$ cat config.mk
export PLATFORM = sky130hd
export DESIGN_NAME = trt_regs
export DESIGN_NICKNAME = d
export VERILOG_FILES = /design/src/logic/trt_regs.v
export VERILOG_INCLUDE_DIRS = /design/src /design/src/logic
export SDC_FILE = /design/constraint.sdc
export NUM_CORES = 1
export LEC_CHECK = 0
export BUFFER_PORTS_ARGS = -buffer_cell sky130_fd_sc_hd__buf_4
export CORE_MARGIN = 8
export CORE_UTILIZATION = 60
export DETAILED_ROUTE_END_ITERATION = 6
export PLACE_DENSITY_LB_ADDON = 0.15
export SLEW_MARGIN = 40
export SYNTH_ARGS = -nofsm -noshare
export SYNTH_HDL_FRONTEND = slang
export SYNTH_SLANG_ARGS = --single-unit
$ cat constraint.sdc
create_clock -name clk -period 3.8 [get_ports clk]
set_input_delay 0.19 -clock clk [delete_from_list [all_inputs] [get_ports clk]]
set_output_delay 0.19 -clock clk [all_outputs]
set_load 0.05 [all_outputs]
$ cat src/logic/trt_defs.vh
`ifndef TRT_DEFS_VH
`define TRT_DEFS_VH

// register offsets (7-bit register address)
`define TRT_ADDR_CNT_LO 7'h18
`define TRT_ADDR_CNT_HI 7'h19
`define TRT_ADDR_TEMP 7'h20
`define TRT_ADDR_USER0 7'h28
`define TRT_ADDR_USER1 7'h29
`define TRT_ADDR_CTRL 7'h30
`define TRT_ADDR_XOFS 7'h31
`define TRT_ADDR_XCOEF 7'h32
`define TRT_ADDR_XT0 7'h33

// control register fields
`define TRT_CTRL_RES_LARGEST 7
`define TRT_CTRL_RES_LARGE 6
`define TRT_CTRL_RES_MEDIUM 5
`define TRT_CTRL_RES_SMALL 4
`define TRT_CTRL_SEL_HI 3
`define TRT_CTRL_SEL_LO 2
`define TRT_CTRL_THERM_EN 1
`define TRT_CTRL_SCAN_SEL 0

// crystal offset fields
`define TRT_XOFS_SIGN 7
`define TRT_XOFS_MAG_MAX 7'h79
`define TRT_XT0_MASK 8'h3f

// command byte fields
`define TRT_CMD_READ 7

// reset values
`define TRT_CNT_LO_RST 8'h01
`define TRT_CNT_HI_RST 8'h00
`define TRT_TEMP_RST 8'h3c
`define TRT_USER_RST 8'h00
`define TRT_CTRL_RST 8'h02
`define TRT_XOFS_RST 8'h00
`define TRT_XCOEF_RST 8'h00
`define TRT_XT0_RST 8'h00

// timing
`define TRT_CLK_HZ 200000000
`define TRT_SCAN_FAST_S 1
`define TRT_SCAN_SLOW_S 16
`define TRT_SEC_CYCLES (`TRT_CLK_HZ * `TRT_SCAN_FAST_S)

`endif

$ cat src/logic/trt_regs.v
`timescale 1ns/10ps
`include "trt_defs.vh"

module trt_regs #(
  parameter SEC_CYCLES = `TRT_SEC_CYCLES
) (
  input wire clk,
  input wire rst_n,
  input wire spi_sclk,
  input wire spi_cs_n,
  input wire spi_mosi,
  output reg spi_miso_o,
  output reg spi_miso_oe,
  input wire [7:0] temp_meas_value,
  input wire temp_meas_done,
  output reg temp_meas_req,
  output wire [15:0] countdown_value,
  output wire charge_res_largest_en,
  output wire charge_res_large_en,
  output wire charge_res_medium_en,
  output wire charge_res_small_en,
  output wire clk_out_sel_hi,
  output wire clk_out_sel_lo,
  output wire therm_en,
  output wire temp_scan_interval_sel,
  output wire [7:0] temp_value,
  output wire crystal_frequency_offset_fast,
  output wire [6:0] crystal_frequency_offset_mag,
  output wire [7:0] xtal_coef,
  output wire [5:0] xtal_turnover
);

  // register storage
  reg [7:0] cnt_lo;
  reg [7:0] cnt_hi;
  reg [7:0] temp_live;
  reg [7:0] temp_cache;
  reg [7:0] user0;
  reg [7:0] user1;
  reg [7:0] ctrl;
  reg [7:0] xofs;
  reg [7:0] xcoef;
  reg [7:0] xt0;

  // pin synchronisers
  reg cs_m;
  reg cs_s;
  reg sclk_m;
  reg sclk_s;
  reg sclk_d;
  reg mosi_m;
  reg mosi_s;

  // serial engine
  reg [2:0] bit_cnt;
  reg have_cmd;
  reg is_read;
  reg [6:0] addr;
  reg [7:0] sh_in;
  reg [7:0] sh_out;
  reg wr_stb;
  reg [6:0] wr_addr;
  reg [7:0] wr_data;

  // scan timing
  reg [27:0] sec_cnt;
  reg [3:0] scan_cnt;

  wire active;
  wire sclk_rise;
  wire sclk_fall;
  wire [7:0] next_byte;
  wire [6:0] next_addr;
  wire sec_tick;

  assign active = ~cs_s;
  assign sclk_rise = sclk_s & ~sclk_d;
  assign sclk_fall = ~sclk_s & sclk_d;
  assign next_byte = {sh_in[6:0], mosi_s};
  assign next_addr = addr + 7'h01;
  assign sec_tick = (sec_cnt == SEC_CYCLES - 1);

  assign countdown_value = {cnt_hi, cnt_lo};
  assign charge_res_largest_en = ctrl[`TRT_CTRL_RES_LARGEST];
  assign charge_res_large_en = ctrl[`TRT_CTRL_RES_LARGE];
  assign charge_res_medium_en = ctrl[`TRT_CTRL_RES_MEDIUM];
  assign charge_res_small_en = ctrl[`TRT_CTRL_RES_SMALL];
  assign clk_out_sel_hi = ctrl[`TRT_CTRL_SEL_HI];
  assign clk_out_sel_lo = ctrl[`TRT_CTRL_SEL_LO];
  assign therm_en = ctrl[`TRT_CTRL_THERM_EN];
  assign temp_scan_interval_sel = ctrl[`TRT_CTRL_SCAN_SEL];
  assign temp_value = temp_live;
  assign crystal_frequency_offset_fast = xofs[`TRT_XOFS_SIGN];
  assign crystal_frequency_offset_mag = xofs[6:0];
  assign xtal_coef = xcoef;
  assign xtal_turnover = xt0[5:0];

  // read decode, used at command end and at each following byte
  function [7:0] rd_data;
    input [6:0] a;
    begin
      case (a)
        `TRT_ADDR_CNT_LO: rd_data = cnt_lo;
        `TRT_ADDR_CNT_HI: rd_data = cnt_hi;
        `TRT_ADDR_TEMP: rd_data = temp_cache;
        `TRT_ADDR_USER0: rd_data = user0;
        `TRT_ADDR_USER1: rd_data = user1;
        `TRT_ADDR_CTRL: rd_data = ctrl;
        `TRT_ADDR_XOFS: rd_data = xofs;
        `TRT_ADDR_XCOEF: rd_data = xcoef;
        `TRT_ADDR_XT0: rd_data = xt0;
        default: rd_data = 8'h00;
      endcase
    end
  endfunction

  // pins are asynchronous to clk; edges are found on the second stage only
  always @(posedge clk) begin
    if (!rst_n) begin
      cs_m <= 1'b1;
      cs_s <= 1'b1;
      sclk_m <= 1'b0;
      sclk_s <= 1'b0;
      sclk_d <= 1'b0;
      mosi_m <= 1'b0;
      mosi_s <= 1'b0;
    end else begin
      cs_m <= spi_cs_n;
      cs_s <= cs_m;
      sclk_m <= spi_sclk;
      sclk_s <= sclk_m;
      sclk_d <= sclk_s;
      mosi_m <= spi_mosi;
      mosi_s <= mosi_m;
    end
  end

  // serial slave: command byte (read flag, address), then data bytes with auto-increment
  always @(posedge clk) begin
    if (!rst_n) begin
      bit_cnt <= 3'h0;
      have_cmd <= 1'b0;
      is_read <= 1'b0;
      addr <= 7'h00;
      sh_in <= 8'h00;
      sh_out <= 8'h00;
      wr_stb <= 1'b0;
      wr_addr <= 7'h00;
      wr_data <= 8'h00;
      spi_miso_o <= 1'b0;
      spi_miso_oe <= 1'b0;
    end else begin
      wr_stb <= 1'b0;
      if (!active) begin
        bit_cnt <= 3'h0;
        have_cmd <= 1'b0;
        is_read <= 1'b0;
        spi_miso_oe <= 1'b0;
      end else begin
        spi_miso_oe <= have_cmd & is_read;
        if (sclk_rise) begin
          sh_in <= next_byte;
          bit_cnt <= bit_cnt + 3'h1;
          if (bit_cnt == 3'h7) begin
            if (!have_cmd) begin
              have_cmd <= 1'b1;
              is_read <= next_byte[`TRT_CMD_READ];
              addr <= next_byte[6:0];
              sh_out <= rd_data(next_byte[6:0]);
            end else begin
              if (!is_read) begin
                wr_stb <= 1'b1;
                wr_addr <= addr;
                wr_data <= next_byte;
              end
              addr <= next_addr;
              sh_out <= rd_data(next_addr);
            end
          end
        end else if (sclk_fall) begin
          spi_miso_o <= sh_out[7];
          sh_out <= {sh_out[6:0], 1'b0};
        end
      end
    end
  end

  // one-second base tick; the long interval counts sixteen of them
  // limit: SEC_CYCLES must fit the 28-bit counter
  always @(posedge clk) begin
    if (!rst_n) begin
      sec_cnt <= 28'h0000000;
      scan_cnt <= 4'h0;
      temp_meas_req <= 1'b0;
    end else begin
      temp_meas_req <= 1'b0;
      if (sec_tick) begin
        sec_cnt <= 28'h0000000;
        scan_cnt <= scan_cnt + 4'h1;
        if (therm_en) begin
          if (temp_scan_interval_sel) begin
            temp_meas_req <= (scan_cnt == 4'hf);
          end else begin
            temp_meas_req <= 1'b1;
          end
        end
      end else begin
        sec_cnt <= sec_cnt + 28'h0000001;
      end
    end
  end

  // register file
  always @(posedge clk) begin
    if (!rst_n) begin
      cnt_lo <= `TRT_CNT_LO_RST;
      cnt_hi <= `TRT_CNT_HI_RST;
      temp_live <= `TRT_TEMP_RST;
      temp_cache <= `TRT_TEMP_RST;
      user0 <= `TRT_USER_RST;
      user1 <= `TRT_USER_RST;
      ctrl <= `TRT_CTRL_RST;
      xofs <= `TRT_XOFS_RST;
      xcoef <= `TRT_XCOEF_RST;
      xt0 <= `TRT_XT0_RST;
    end else begin
      if (therm_en && temp_meas_done) begin
        temp_live <= temp_meas_value;
      end
      // with the thermometer off, the host's own temperature write below still refreshes the cache
      // cache follows only while idle
      if (!active) begin
        temp_cache <= (therm_en && temp_meas_done) ? temp_meas_value : temp_live;
      end
      if (wr_stb) begin
        case (wr_addr)
          `TRT_ADDR_CNT_LO: begin
            if (wr_data != 8'h00) begin
              cnt_lo <= wr_data;
            end
          end
          `TRT_ADDR_CNT_HI: cnt_hi <= wr_data;
          `TRT_ADDR_TEMP: begin
            if (!therm_en) begin
              temp_live <= wr_data;
              temp_cache <= wr_data;
            end
          end
          `TRT_ADDR_USER0: user0 <= wr_data;
          `TRT_ADDR_USER1: user1 <= wr_data;
          `TRT_ADDR_CTRL: ctrl <= wr_data;
          `TRT_ADDR_XOFS: begin
            // out-of-range magnitudes would overdrive the compensation
            // magnitude clamped to 121
            if (wr_data[6:0] > `TRT_XOFS_MAG_MAX) begin
              xofs <= {wr_data[`TRT_XOFS_SIGN], `TRT_XOFS_MAG_MAX};
            end else begin
              xofs <= wr_data;
            end
          end
          `TRT_ADDR_XCOEF: xcoef <= wr_data;
          `TRT_ADDR_XT0: xt0 <= wr_data & `TRT_XT0_MASK;
          default: begin
          end
        endcase
      end
    end
  end

endmodule // trt_regs

## Word-level counts from Yosys, hierarchy flattened

Index checks and enable logic that the tools add are counted.
W data, S select, Z words.

| word-level totals | value |
|---|---|
| output and inout port bits | 57 |
| bits in registers | 163 |
| input port bits | 14 |

| operators by class | value |
|---|---|
| magnitude comparators | 1 |
| eq/ne operators | 31 |
| reduce and logical (&&, ||, !) cells | 22 |
| bitwise logic cells | 11 |
| $add $sub $neg | 4 |
| muxes and demuxes | 18 |

Operators by type and width:

| operator | number |
|---|---|
| $eq A7 B6 Y1 const B | 21 |
| $pmux W8 S9 | 2 |
| $mux W8 | 12 |
| $eq A7 B5 Y1 const B | 6 |
| $add A28 B1 Y28 const B | 1 |
| $eq A28 B28 Y1 const B | 1 |
| $reduce_and A2 Y1 | 9 |
| $reduce_and A3 Y1 | 6 |
| $mux W7 | 2 |
| $not A1 Y1 | 8 |
| $reduce_bool A8 Y1 | 1 |
| $add A7 B1 Y7 const B | 1 |
| $gt A7 B7 Y1 const B | 1 |
| $reduce_and A5 Y1 | 1 |
| $reduce_or A5 Y1 | 1 |
| $add A4 B1 Y4 const B | 1 |
| $eq A4 B4 Y1 const B | 1 |
| $reduce_or A2 Y1 | 2 |
| $add A3 B1 Y3 const B | 1 |
| $and A1 B1 Y1 | 3 |
| $eq A3 B3 Y1 const B | 1 |
| $mux W1 | 2 |
| $ne A2 B1 Y1 const B | 1 |
| $reduce_bool A2 Y1 | 1 |
| $logic_and A1 B1 Y1 | 1 |

## Logic depth before layout (Yosys ltp)

Gate-level depths: netlist (run 1).

| logic depth | value |
|---|---|
| word-level depth | 6 |
| gate-level depth with buffers | 11 |
| gate-level depth less buffers | 9 |

## Least setup slack after synthesis (run 1)

OpenSTA, ideal clock, no wires.

| timing | value |
|---|---|
| path type | reg-to-reg |
| from | register addr[0] |
| to | register sh_out[0] |
| arrival | 2054 ps |
| cell stages (with the launch flop) | 11 |
| data required time | 3681 ps |
| period minus slack after synthesis | 2173 ps |
| setup time | 119 ps |
| path slack | 1627 ps |
| path buffers | 2 |
| path through | dfxtp_1 > buf_4 > inv_1 > ha_1 > clkbuf_1 > nand3_1 > nand2_1 > a221o_1 > a221o_1 > o21ai_1 > a21oi_1 |

| between the ends | value |
|---|---|
| cells in the longest elaborated chain, start to end | 6 |
| elaborated cells between the ends (all ways) | 14 |
| classes of those cells | add/sub (1); eq/ne (9); mux (4) |

Ends and longest elaborated chain:

| item | line | source |
|---|---|---|
| start: declaration | trt_regs.v:58 | `reg [6:0] addr;` |
| start signal: assignment | trt_regs.v:168 | `addr <= next_byte[6:0];` |
| start signal: assignment | trt_regs.v:176 | `addr <= next_addr;` |
| $add A7 B1 Y7 (*) | trt_regs.v:80 | `assign next_addr = addr + 7'h01;` |
| $eq A7 B6 Y1 or $eq A7 B5 Y1 (tied branches) | trt_regs.v:102 | `case (a)` |
| $pmux W8 S9 (*) | trt_regs.v:102 |  |
| $mux W8 (*) | trt_regs.v:165 | `if (!have_cmd) begin` |
| $mux W8 (*) | trt_regs.v:164 | `if (bit_cnt == 3'h7) begin` |
| $mux W8 (*) | trt_regs.v:161 | `if (sclk_rise) begin` |
| end signal: assignment | trt_regs.v:169 | `sh_out <= rd_data(next_byte[6:0]);` |
| end signal: assignment | trt_regs.v:177 | `sh_out <= rd_data(next_addr);` |
| end signal: assignment | trt_regs.v:182 | `sh_out <= {sh_out[6:0], 1'b0};` |
| end: declaration | trt_regs.v:60 | `reg [7:0] sh_out;` |

Mark *: on every way between the ends. The rest lies on a longest branch, timed or not. The select of a mux whose other input is x is not followed.
A chain may end at the register's enable or synchronous reset.

## Worst setup path in the final report (run 1)

| timing | value |
|---|---|
| from | register addr[0] |
| to | register sh_out[3] |

The elaborated chain is that of the path after synthesis.

==> run_results.csv, run 1 <==
group,metric,value,unit
power_and_ir_drop,power_density,371.1,nW/um^2
die,io-pin-count,71,
critical_path,crit_type,"flop to flop",
critical_path,crit_required,4170,ps
routing,route.vias.total,7608,
hold_path,min_path_cells,4,
synth,async_reset_ff_share,0,%
clocking,cts_tree,"done",
hold_path,hold_start,"temp_meas_value[7]",
global_routing,grt_pass1_vias,7234,
synth,syn-cell-area,8411,sq um
die,start_util,61.06,%
final_layout,area_delta_synth_final,13.30,%
global_routing,antenna_found_initial,0,
power_and_ir_drop,p_total,3.536,mW
power_and_ir_drop,power.leakage,3.640,nW
critical_path,crit-reg2reg-launch,"addr[0]",
outcome,outcome,"complete, no violations",
final_layout,fin_nets,1041,
sta,min_period_over_period,83.36,%
sta,worst_pin_slew,872.3,ps
flow_run,maxCapViolations,0,
global_routing,grt_pass1_wl,38990,um
routing,drc,0,
final_layout,drive_gt1_share,13.01,%
placement,place_ws,705.4,ps
clocking,clock_latency,430,ps
critical_path,crit_path_end_kind,"flop",
sta,setup_tns,0,ps
synth,ys_types,73,
global_routing,track_usage,27.20,%
global_routing,grt-ovfl-total,0,
critical_path,start_kind,"flop",
critical_path,r2r_cells,8,
sta,hold_viol_final,0,
die,die_w,134.4,um
routing,wirelength,24510,um
clocking,h-tree-depth,4,
clocking,cts_resized,0,
placement,dp_cells,1176,
synth,ys.flop_type,"dfxtp_1",
routing,ant_nets,0,
critical_path,cp.arrival,3540,ps
critical_path,worstPathMaxFanout,18,
global_routing,grt_max_degree,77,
sta,setup_ws,632.1,ps
sta,hold_ws,130.6,ps
routing,wl_per_cell,20.26,um
sta,period_needed,3168,ps
clocking,cts_root_buffer,"clkbuf_16",
synth,synth-seq-area-share,38.80,%
sta,slew_viol_final,0,
final_layout,utilization,69.19,%
die,die_area,18060,sq um
placement,dp_hpwl,17370,um
die,die_h,134.4,um
placement,io_buffers,70,
sta,relSlewSlack,41.59,%
critical_path,crit_start,"addr[0]",
placement,place_area,8930,sq um
sta,finalSetupViolations,0,
synth,ys_seq_elements,163,
routing,viasPerCell,6.288,
routing,first_pass_iters,6,
clocking,clockBufferDepth,2,
synth,syn_avg_cell_area,8.556,sq um
final_layout,fin_cells,1210,
power_and_ir_drop,max-vdd-ir-drop,0.0002821,V
clocking,cts_made_buffers,17,
sta,fmax,0.3157,GHz
synth,synthCells,983,
clocking,cts_sinks,163,
synth,yosysWarningCount,0,
die,coreArea,13770,sq um
sta,rsz0062_at_grt,"no",
die,rows,43,
placement,gp_congestion,0.9583,
clocking,clk_pin_slew,70,ps
final_layout,antennaDiodeCount,0,
synth,synth_edf_count,0,
routing,drt_iter0_drc,915,
final_layout,fin_area,9529,sq um
hold_path,timing.hold.worst.class,"primary input to flop",
synth,syn_nets,1006,
sta,fin_skew,9.170,ps
==> path summary, 6_finish.rpt <==
| path | to | slack (ps) |
|---|---|---|
| setup / recovery | sh_out[3] | 630 |
| hold / removal | temp_value[7] | 130 |
| setup reg to reg | sh_out[3] | 630 |
| hold reg to reg | cs_s | 410 |
==> cell usage after synthesis, types with 3 or more instances <==
cell,number,area share [%]
dfxtp_1,163,39
nand2_1,145,6.5
nor2_1,58,2.6
nand3_1,53,3.2
nor2b_1,53,3.9
mux2i_1,51,6.1
a21boi_0,48,4.3
clkbuf_1,45,2.0
o21ai_0,43,2.6
a21oi_1,35,2.1
a22oi_1,33,2.9
xor2_1,20,2.1
and2_1,19,1.4
a32oi_1,13,1.4
inv_1,13,0.58
buf_2,12,0.71
o211ai_1,11,0.98
and3_1,9,0.67
ha_1,9,1.3
nand4_1,9,0.67
xnor2_1,9,0.94
buf_4,8,0.71
o21ai_1,7,0.42
a221o_1,6,0.71
a221oi_1,6,0.62
a222oi_1,6,0.71
nand2b_1,6,0.45
a211oi_1,5,0.45
a21boi_1,4,0.36
and4_1,4,0.42
nand4b_1,4,0.42
nor3b_2,4,0.60
nor4_1,4,0.30
o211a_1,4,0.48
and2b_1,3,0.27
mux2_2,3,0.40
nor3_1,3,0.18
nor4b_1,3,0.31
nor4bb_1,3,0.36
o21a_1,3,0.27
o31ai_1,3,0.27
or3_1,3,0.22
==> kinds of logic after synthesis <==
family,Yosys count,synth area share [%]
AOI/OAI and AO/OA,244,20.69
xor gates and xnor gates,29,3.020
adders and majority gates,9,1.339
buffers and inverters,80,4.195
DFF,163,38.80
muxes,57,7.364
and+or+nand+nor,401,24.59
==> flip-flops by register name, summed over array words and instances (netlist names), 8 cells and up <==
signal	count
sh_out	8
cnt_hi	8
temp_value	8
wr_data	8
cnt_lo	8
ctrl	8
user0	8
xtal_coef	8
user1	8
xofs	8
sec_cnt	28
temp_cache	8
==> final cells by class <==
type / count / area (sq um)
inverter: 14 / 52.55
sequential: 163 / 3264
clock inverter: 10 / 98.84
fill: 1170 / 4244
clock buffer: 21 / 470.5
tap: 180 / 225.2
timing repair buffer: 82 / 623.1
multi-input combinational: 740 / 4795
==> report_power, final <==
group / switching, mW / internal, mW
Clock: 0.708 / 0.957
Sequential: 0.0201 / 1.73
Combinational: 0.0705 / 0.0539
Total: 0.798 / 2.74
==> layout by cell type (no fill, tap or decap), drive strengths merged, types with 4 or more instances in the layout <==
cell type,n
nand2,145
and4,4
a22oi,33
xnor2,9
o21ai,50
nor3,5
and2,20
a211oi,5
a221oi,6
a32oi,14
clkbuf,21
a222oi,6
and3,9
clkinv,7
nand3,54
nor2b,53
o211ai,11
nor2,60
a221o,6
a21oi,37
buf,79
nor3b,6
inv,16
xor2,20
mux2i,51
dfxtp,163
nor4b,4
nand2b,6
a21boi,52
nand4,9
nand4b,4
o211a,4
ha,9
nor4,5
==> what timing repair did <==
action / in CTS / in global routing
hold buffers: 3 / 0
hold endpoints to repair: 3 / 0
setup buffers: 0 / 0
==> metal layers <==
metal / wire [um] / vias to the layer above / part of all wire [%] / global-route usage, %
met5: 0 / - / 0 / 0
met4: 1068 / 0 / 4.4 / 12.98
met3: 1933 / 80 / 7.9 / 6.096
met2: 10870 / 354 / 44 / 42.18
met1: 10640 / 3592 / 43 / 35.08
li1: - / 3582 / - / -
==> critical path: stages, from the launching register on <==
cell and delay, ps:
dfxtp_1 650, ha_1 590, and4_1 330, nand4_1 200, o211ai_1 480, a21oi_1 190
nor2_2 330, o21ai_0 180, a21oi_2 150
Note: power is estimated with default switching activity, not from simulation.
==> run 2, diff against run 1 <==
--- a/config.mk
+++ b/config.mk
@@ -6,6 +6,7 @@
 export SDC_FILE = /design/constraint.sdc
 export NUM_CORES = 1
 export LEC_CHECK = 0
+export ABC_AREA = 1
 export BUFFER_PORTS_ARGS = -buffer_cell sky130_fd_sc_hd__buf_4
 export CORE_MARGIN = 8
 export CORE_UTILIZATION = 60
==> constraint.sdc (replaced) <==
create_clock -name clk -period 3.2 [get_ports clk]
set_input_delay 0.16 -clock clk [delete_from_list [all_inputs] [get_ports clk]]
set_output_delay 0.16 -clock clk [all_outputs]
set_load 0.05 [all_outputs]
==> run 2 against run 1 <==
Net effect: the flow now finishes with violations (DRC); non-clock buffer count is 3 higher; sequential power is 18% higher; hold slack worse by 100 ps; register-to-register slack worse by 30 ps; core utilization is 1.6 points higher; die area is 3.1% lower; critical endpoint is now sh_out[2]; highest routed layer is now met5.
==> run_results.csv, run 2 <==
group,metric,value,unit
final_layout,area_delta_synth_final,15.61,%
sta,period_needed,2603,ps
synth,async_reset_ff_share,0,%
clocking,h-tree-depth,4,
clocking,clk_pin_slew,60,ps
outcome,outcome,"finished with violations",
final_layout,most-common-layout-cells,"nand2_1 (164), dfxtp_1 (163), a21oi_1 (128)",
global_routing,grt-ovfl-total,0,
die,start_util,61.27,%
sta,fmax,0.3842,GHz
sta,fin_skew,9.217,ps
power_and_ir_drop,max-vdd-ir-drop,0.0003703,V
synth,yosys.cell_count.top_type,"nand2_1",
synth,yosysWarningCount,0,
routing,ant_nets,0,
power_and_ir_drop,combPwrFrac,3.4,%
hold_path,timing.hold.worst.class,"primary input to flop",
synth,yosysTopAreaCellShare,40.22,%
synth,synthCells,1128,
placement,dp_hpwl,19530,um
sta,worst_pin_slew,782.6,ps
clocking,hold_buffers,3,
synth,ys.flop_type,"dfxtp_1",
routing,viasPerCell,6.051,
placement,gp_congestion,1.008,
final_layout,largest-register,"sec_cnt",
sta,min_period_over_period,81.33,%
clocking,clock_latency,440,ps
die,die_area,17500,sq um
power_and_ir_drop,power_density,467.0,nW/um^2
sta,setup_tns,0,ps
final_layout,largest_reg_flops,28,
power_and_ir_drop,p_switching,981.5,uW
final_layout,mostFrequentLayoutCell,"nand2_1",
sta,relSlewSlack,47.54,%
clocking,cts_tree,"done",
critical_path,crit_path_end_kind,"flop",
global_routing,grt_max_degree,60,
die,coreArea,13240,sq um
power_and_ir_drop,power.leakage,3.829,nW
routing,wirelength,27200,um
routing,first_pass_iters,7,
power_and_ir_drop,p_total,4.381,mW
critical_path,start_kind,"flop",
synth,synth-seq-area-share,40.22,%
power_and_ir_drop,swShare,22.41,%
clocking,cts_root_buffer,"clkbuf_16",
clocking,post_cts_buffers,0,
synth,syn_nets,1151,
routing,route.vias.total,8320,
synth,ys_top_cells_by_count,"nand2_1 (164), dfxtp_1 (163), a21oi_1 (128)",
sta,slew_viol_final,0,
clocking,cts_resized,0,
final_layout,antennaDiodeCount,0,
global_routing,grt_pass1_vias,7638,
critical_path,crit_type,"flop to flop",
clocking,cts_sinks,163,
sta,rsz0062_at_grt,"no",
critical_path,worstPathMaxFanout,17,
clocking,clockBufferDepth,2,
critical_path,crit_required,3560,ps
synth,ys_seq_elements,163,
clocking,cts_made_buffers,17,
outcome,violations,"DRC",
critical_path,cp.arrival,2960,ps
power_and_ir_drop,p_seq_share,47.2,%
final_layout,drive_gt1_share,14.68,%
global_routing,track_usage,30.90,%
synth,yosysTopAreaCell,"dfxtp_1",
synth,synth_edf_count,0,
routing,wl_per_cell,19.78,um
die,rows,42,
final_layout,fin_nets,1209,
final_layout,utilization,70.83,%
routing,drc,20,
power_and_ir_drop,clkPwrFrac,49.4,%
die,io-pin-count,71,
die,die_h,132.3,um
placement,io_buffers,70,
flow_run,maxCapViolations,0,
global_routing,grt_pass1_wl,42980,um
power_and_ir_drop,p_int,3.399,mW
global_routing,antenna_found_initial,1,
synth,syn-cell-area,8114,sq um
die,die_w,132.3,um
routing,drt_iter0_drc,1020,
synth,syn_avg_cell_area,7.193,sq um
synth,yosys-top-cells-area,"dfxtp_1 (40%), a21oi_1 (7.9%), nand2_1 (7.6%)",
sta,finalSetupViolations,0,
sta,hold_viol_final,0,
synth,ys_types,50,
## run 2: layer usage
| metal | track usage, % | share of wire (%) |
|---|---|---|
| met4 | 11.17 | 2.6 |
| met3 | 6.593 | 9.9 |
| met5 | 0 | 0.048 |
| met2 | 46.87 | 44 |
| met1 | 42.25 | 44 |
## run 2: power by group through the flow
stage | sequential (mW) | clock [mW] | combinational, mW
final | 2.07 | 2.16 | 0.149
after global routing | 2.07 | 2.25 | 0.161
after global placement | 2.11 | 0 | 0.139
after CTS | 2.07 | 2.17 | 0.147
after floorplan | 2.13 | 0 | 0.0794
after detailed placement | 2.11 | 0 | 0.142
## run 2: path summary, 6_finish.rpt
check / depth (start not counted) / from / slack [ps] / to
max: 12 / addr[1] / 600 / sh_out[2]
min: 3 / temp_meas_value[4] / 30 / temp_value[4]
max reg2reg: 12 / addr[1] / 600 / sh_out[2]
min reg2reg: 2 / mosi_m / 420 / mosi_s
## run 2: cell families after synthesis
logic type / after synthesis / synth area share (%)
mux: 8 / 1.033
fa+ha+maj: 9 / 1.388
flops: 163 / 40.22
simple gates: 469 / 27.83
xor+xnor: 12 / 1.388
compound gates: 292 / 19.26
buf+inv: 175 / 8.882
## run 2: layout make-up
| type | count | area, sq um |
|---|---|---|
| clock buffer | 22 | 474.2 |
| inverter | 129 | 484.2 |
| tap | 176 | 220.2 |
| sequential | 163 | 3263 |
| clock inverter | 10 | 147.6 |
| timing repair buffer | 85 | 645.6 |
| multi-input combinational | 790 | 4145 |
| fill | 1094 | 3862 |
## run 2: critical path, stage by stage, from the launching register on
cell and delay (ps):
dfxtp_1 450, ha_1 350, nand3_2 110, o21bai_2 190, nand3_2 130, nor2_2 530, buf_4 260, nand3_1 70
nand2_1 80, nor2_1 40, nand3_1 90, nand3_1 70, a21oi_1 160
## run 2: per-stage QoR
| step | area (sq um) | hold slack, ps | std cells | setup slack [ps] |
|---|---|---|---|---|
| 6_report | 9380 | 30.17 | 1375 | 597.4 |
| 5_1_grt | 9380 | 48.85 | 1375 | 381.9 |
| 4_1_cts | 9375 | 21.48 | 1375 | 633.5 |
| 3_5_place_dp | 8723 | 347.4 | 1340 | 670.5 |
| 3_3_place_gp | 8718 | 342.2 | 1340 | 705.2 |
| 2_1_floorplan | 8114 | 257.6 | 1128 | 1259 |
==> run 3, diff against run 2 <==
--- a/config.mk
+++ b/config.mk
@@ -9,7 +9,7 @@
 export ABC_AREA = 1
 export BUFFER_PORTS_ARGS = -buffer_cell sky130_fd_sc_hd__buf_4
 export CORE_MARGIN = 8
-export CORE_UTILIZATION = 60
+export CORE_UTILIZATION = 54
 export DETAILED_ROUTE_END_ITERATION = 6
 export PLACE_DENSITY_LB_ADDON = 0.15
 export SLEW_MARGIN = 40
==> constraint.sdc (replaced) <==
create_clock -name clk -period 2.1 [get_ports clk]
set_input_delay 0.105 -clock clk [delete_from_list [all_inputs] [get_ports clk]]
set_output_delay 0.105 -clock clk [all_outputs]
set_load 0.05 [all_outputs]
==> run 3 against run 2 <==
Net effect: sequential power up 52%; clock skew about the same; hold slack better by 52 ps; worst setup slack worse by 630 ps; core utilization down 1.4 points; clock power up 52%; final area up 10%; via count down 1.3%; critical path type unchanged; the run ends with DRC, setup timing left; highest routed layer unchanged; cell count up 6.0%; combinational power up 67%; register-to-register slack worse by 630 ps; power up 52%.
==> run_results.csv, run 3 (synthesis gave the netlist of run 2 again) <==
group,metric,value,unit
sta,fmax,0.4696,GHz
final_layout,fin_cells,1457,
power_and_ir_drop,power.leakage,4.275,nW
power_and_ir_drop,p_seq_share,47.2,%
critical_path,cpLargestDelayFamily,"simple AND/OR/NAND/NOR gates",
clocking,cts_root_buffer,"clkbuf_16",
final_layout,largest_reg_flops,28,
placement,place_area,9161,sq um
power_and_ir_drop,max-vdd-ir-drop,0.0005518,V
critical_path,crit_slowest_cell,"dfxtp_2",
clocking,h-tree-depth,4,
clocking,cts_sinks,163,
routing,viasPerCell,5.638,
placement,dp_cells,1399,
power_and_ir_drop,p_total,6.675,mW
die,die_area,19200,sq um
sta,slew_viol_final,0,
global_routing,grt-ovfl-total,0,
final_layout,fin_nets,1279,
sta,min_period_over_period,101.4,%
flow_run,maxCapViolations,0,
sta,finalSetupViolations,2,
die,die_h,138.6,um
placement,place_ws,-4.387,ps
routing,wirelength,26440,um
placement,io_buffers,70,
final_layout,mostFrequentLayoutCell,"dfxtp_1",
sta,hold_ws,82.08,ps
outcome,outcome,"finished with violations",
clocking,clock_latency,430,ps
sta,fin_skew,9.167,ps
die,coreArea,14920,sq um
critical_path,slowest_delay,340,ps
global_routing,antenna_found_initial,1,
critical_path,start_kind,"flop",
power_and_ir_drop,power_density,644.2,nW/um^2
clocking,cts_made_buffers,17,
routing,first_pass_iters,7,
routing,ant_nets,0,
routing,drc,2,
critical_path,worstPathMaxFanout,6,
final_layout,most-common-layout-cells,"dfxtp_1 (160), nand2_1 (153), buf_4 (127)",
global_routing,grt_pass1_vias,7683,
die,die_w,138.6,um
outcome,violations,"DRC, setup timing",
final_layout,drive_gt1_share,23.09,%
final_layout,antennaDiodeCount,0,
power_and_ir_drop,clkPwrFrac,49.1,%
critical_path,crit_path_end_kind,"flop",
critical_path,cp_cell_sequence,"ha_4 -> buf_12 -> xnor2_4 -> nand3_4 -> buf_6 -> nor2_4 -> buf_6 -> nand3_2 -> nand2_2 -> inv_2 -> nand3_2 -> nand3_2 -> a21oi_2",
die,start_util,54.38,%
sta,worst_pin_slew,495.8,ps
final_layout,utilization,69.44,%
global_routing,grt_pass1_wl,40660,um
routing,wl_met1,10650,um
final_layout,area_delta_synth_final,27.69,%
critical_path,path_common_cell,"nand3_2",
sta,relSlewSlack,66.64,%
final_layout,n_fill_cell,1268,
final_layout,fin_area,10360,sq um
sta,hold_viol_final,0,
sta,period_needed,2129,ps
critical_path,r2r_setup_slack,-30,ps
power_and_ir_drop,swShare,23.22,%
clocking,clockBufferDepth,2,
critical_path,crit_required,2460,ps
critical_path,cp.arrival,2490,ps
die,rows,45,
power_and_ir_drop,p_switching,1.550,mW
sta,setup_ws,-29.45,ps
routing,wl_per_cell,18.14,um
routing,dr.max_layer_used,"met5",
clocking,cts_tree,"done",
placement,gp_congestion,0.9851,
power_and_ir_drop,p_int,5.125,mW
routing,wl_met2,13070,um
placement,dp_hpwl,19110,um
sta,rsz0062_at_grt,"yes",
routing,drt_iter0_drc,698,
global_routing,grt_max_degree,110,
sta,setup_tns,-46.17,ps
die,io-pin-count,71,
power_and_ir_drop,combPwrFrac,3.7,%
routing,route.vias.total,8215,
critical_path,crit_type,"flop to flop",
routing,dr_wl_met3,1592,um
global_routing,track_usage,26.18,%
clocking,clk_pin_slew,70,ps
hold_path,timing.hold.worst.class,"primary input to flop",
final_layout,largest-register,"sec_cnt",
critical_path,crit_buf_inv,4,
-- run 3: changes by cell type in the layout (fill, tap and decap cells not counted), sizes merged --
cell         before  now
buf              82  144
dlygate4sd3       3    8
clkbuf           22   18
inv             124  128
clkinvlp          2    5
clkinv           10    9
nor2            117  118
-- run 3: worst reg2reg max path, cell delays in order, from the launching register on --
cell and delay [ps]:
dfxtp_2 340, ha_4 190, buf_12 130, xnor2_4 250
nand3_4 160, buf_6 160, nor2_4 140, buf_6 160
nand3_2 70, nand2_2 80, inv_2 50, nand3_2 80
nand3_2 80, a21oi_2 150
-- run 3: final cells by class --
type | count | area [sq um] | area share [%]
Timing Repair inverter | 1 | 5.005 | 0.04830
Timing Repair Buffer | 153 | 1329 | 12.82
Multi-Input combinational cell | 791 | 4414 | 42.60
Clock inverter | 15 | 193.9 | 1.872
Tap cell | 188 | 235.2 | 2.270
Sequential cell | 163 | 3267 | 31.53
Clock buffer | 17 | 425.4 | 4.106
Inverter | 129 | 491.7 | 4.746
-- run 3: power groups by stage --
stage / Sequential [mW] / Combinational, mW / Clock [mW]
CTS: 3.15 / 0.247 / 3.30
detailed placement: 3.22 / 0.235 / 0
finish: 3.15 / 0.249 / 3.28
global placement: 3.22 / 0.232 / 0
global route: 3.15 / 0.270 / 3.43
floorplan: 3.24 / 0.121 / 0
-- run 3: metal layers --
metal / up-vias / global-route usage (%)
li1: 4056 / -
met1: 3787 / 30.41
met2: 297 / 44.35
met3: 73 / 5.890
met4: 2 / 13.39
met5: - / 0
-- run 3: path summary, 6_finish.rpt --
check | from | endpoint | cells after the start
setup reg to reg | addr[0] | sh_out[2] | 13
hold reg to reg | mosi_m | mosi_s | 2
hold / removal | temp_meas_value[6] | temp_value[6] | 4
setup / recovery | addr[0] | sh_out[2] | 13
-- run 3: what timing repair did --
| item | 4_1_cts | 5_1_grt |
|---|---|---|
| buffers inserted | 0 | 15 |
| hold buffers | 8 | 0 |
| endpoints found under the hold margin | 8 | 0 |
| resized for setup | 2 | 74 |
| setup endpoints to repair | 2 | 27 |
| pin swaps | 0 | 45 |
| cloned | 0 | 3 |
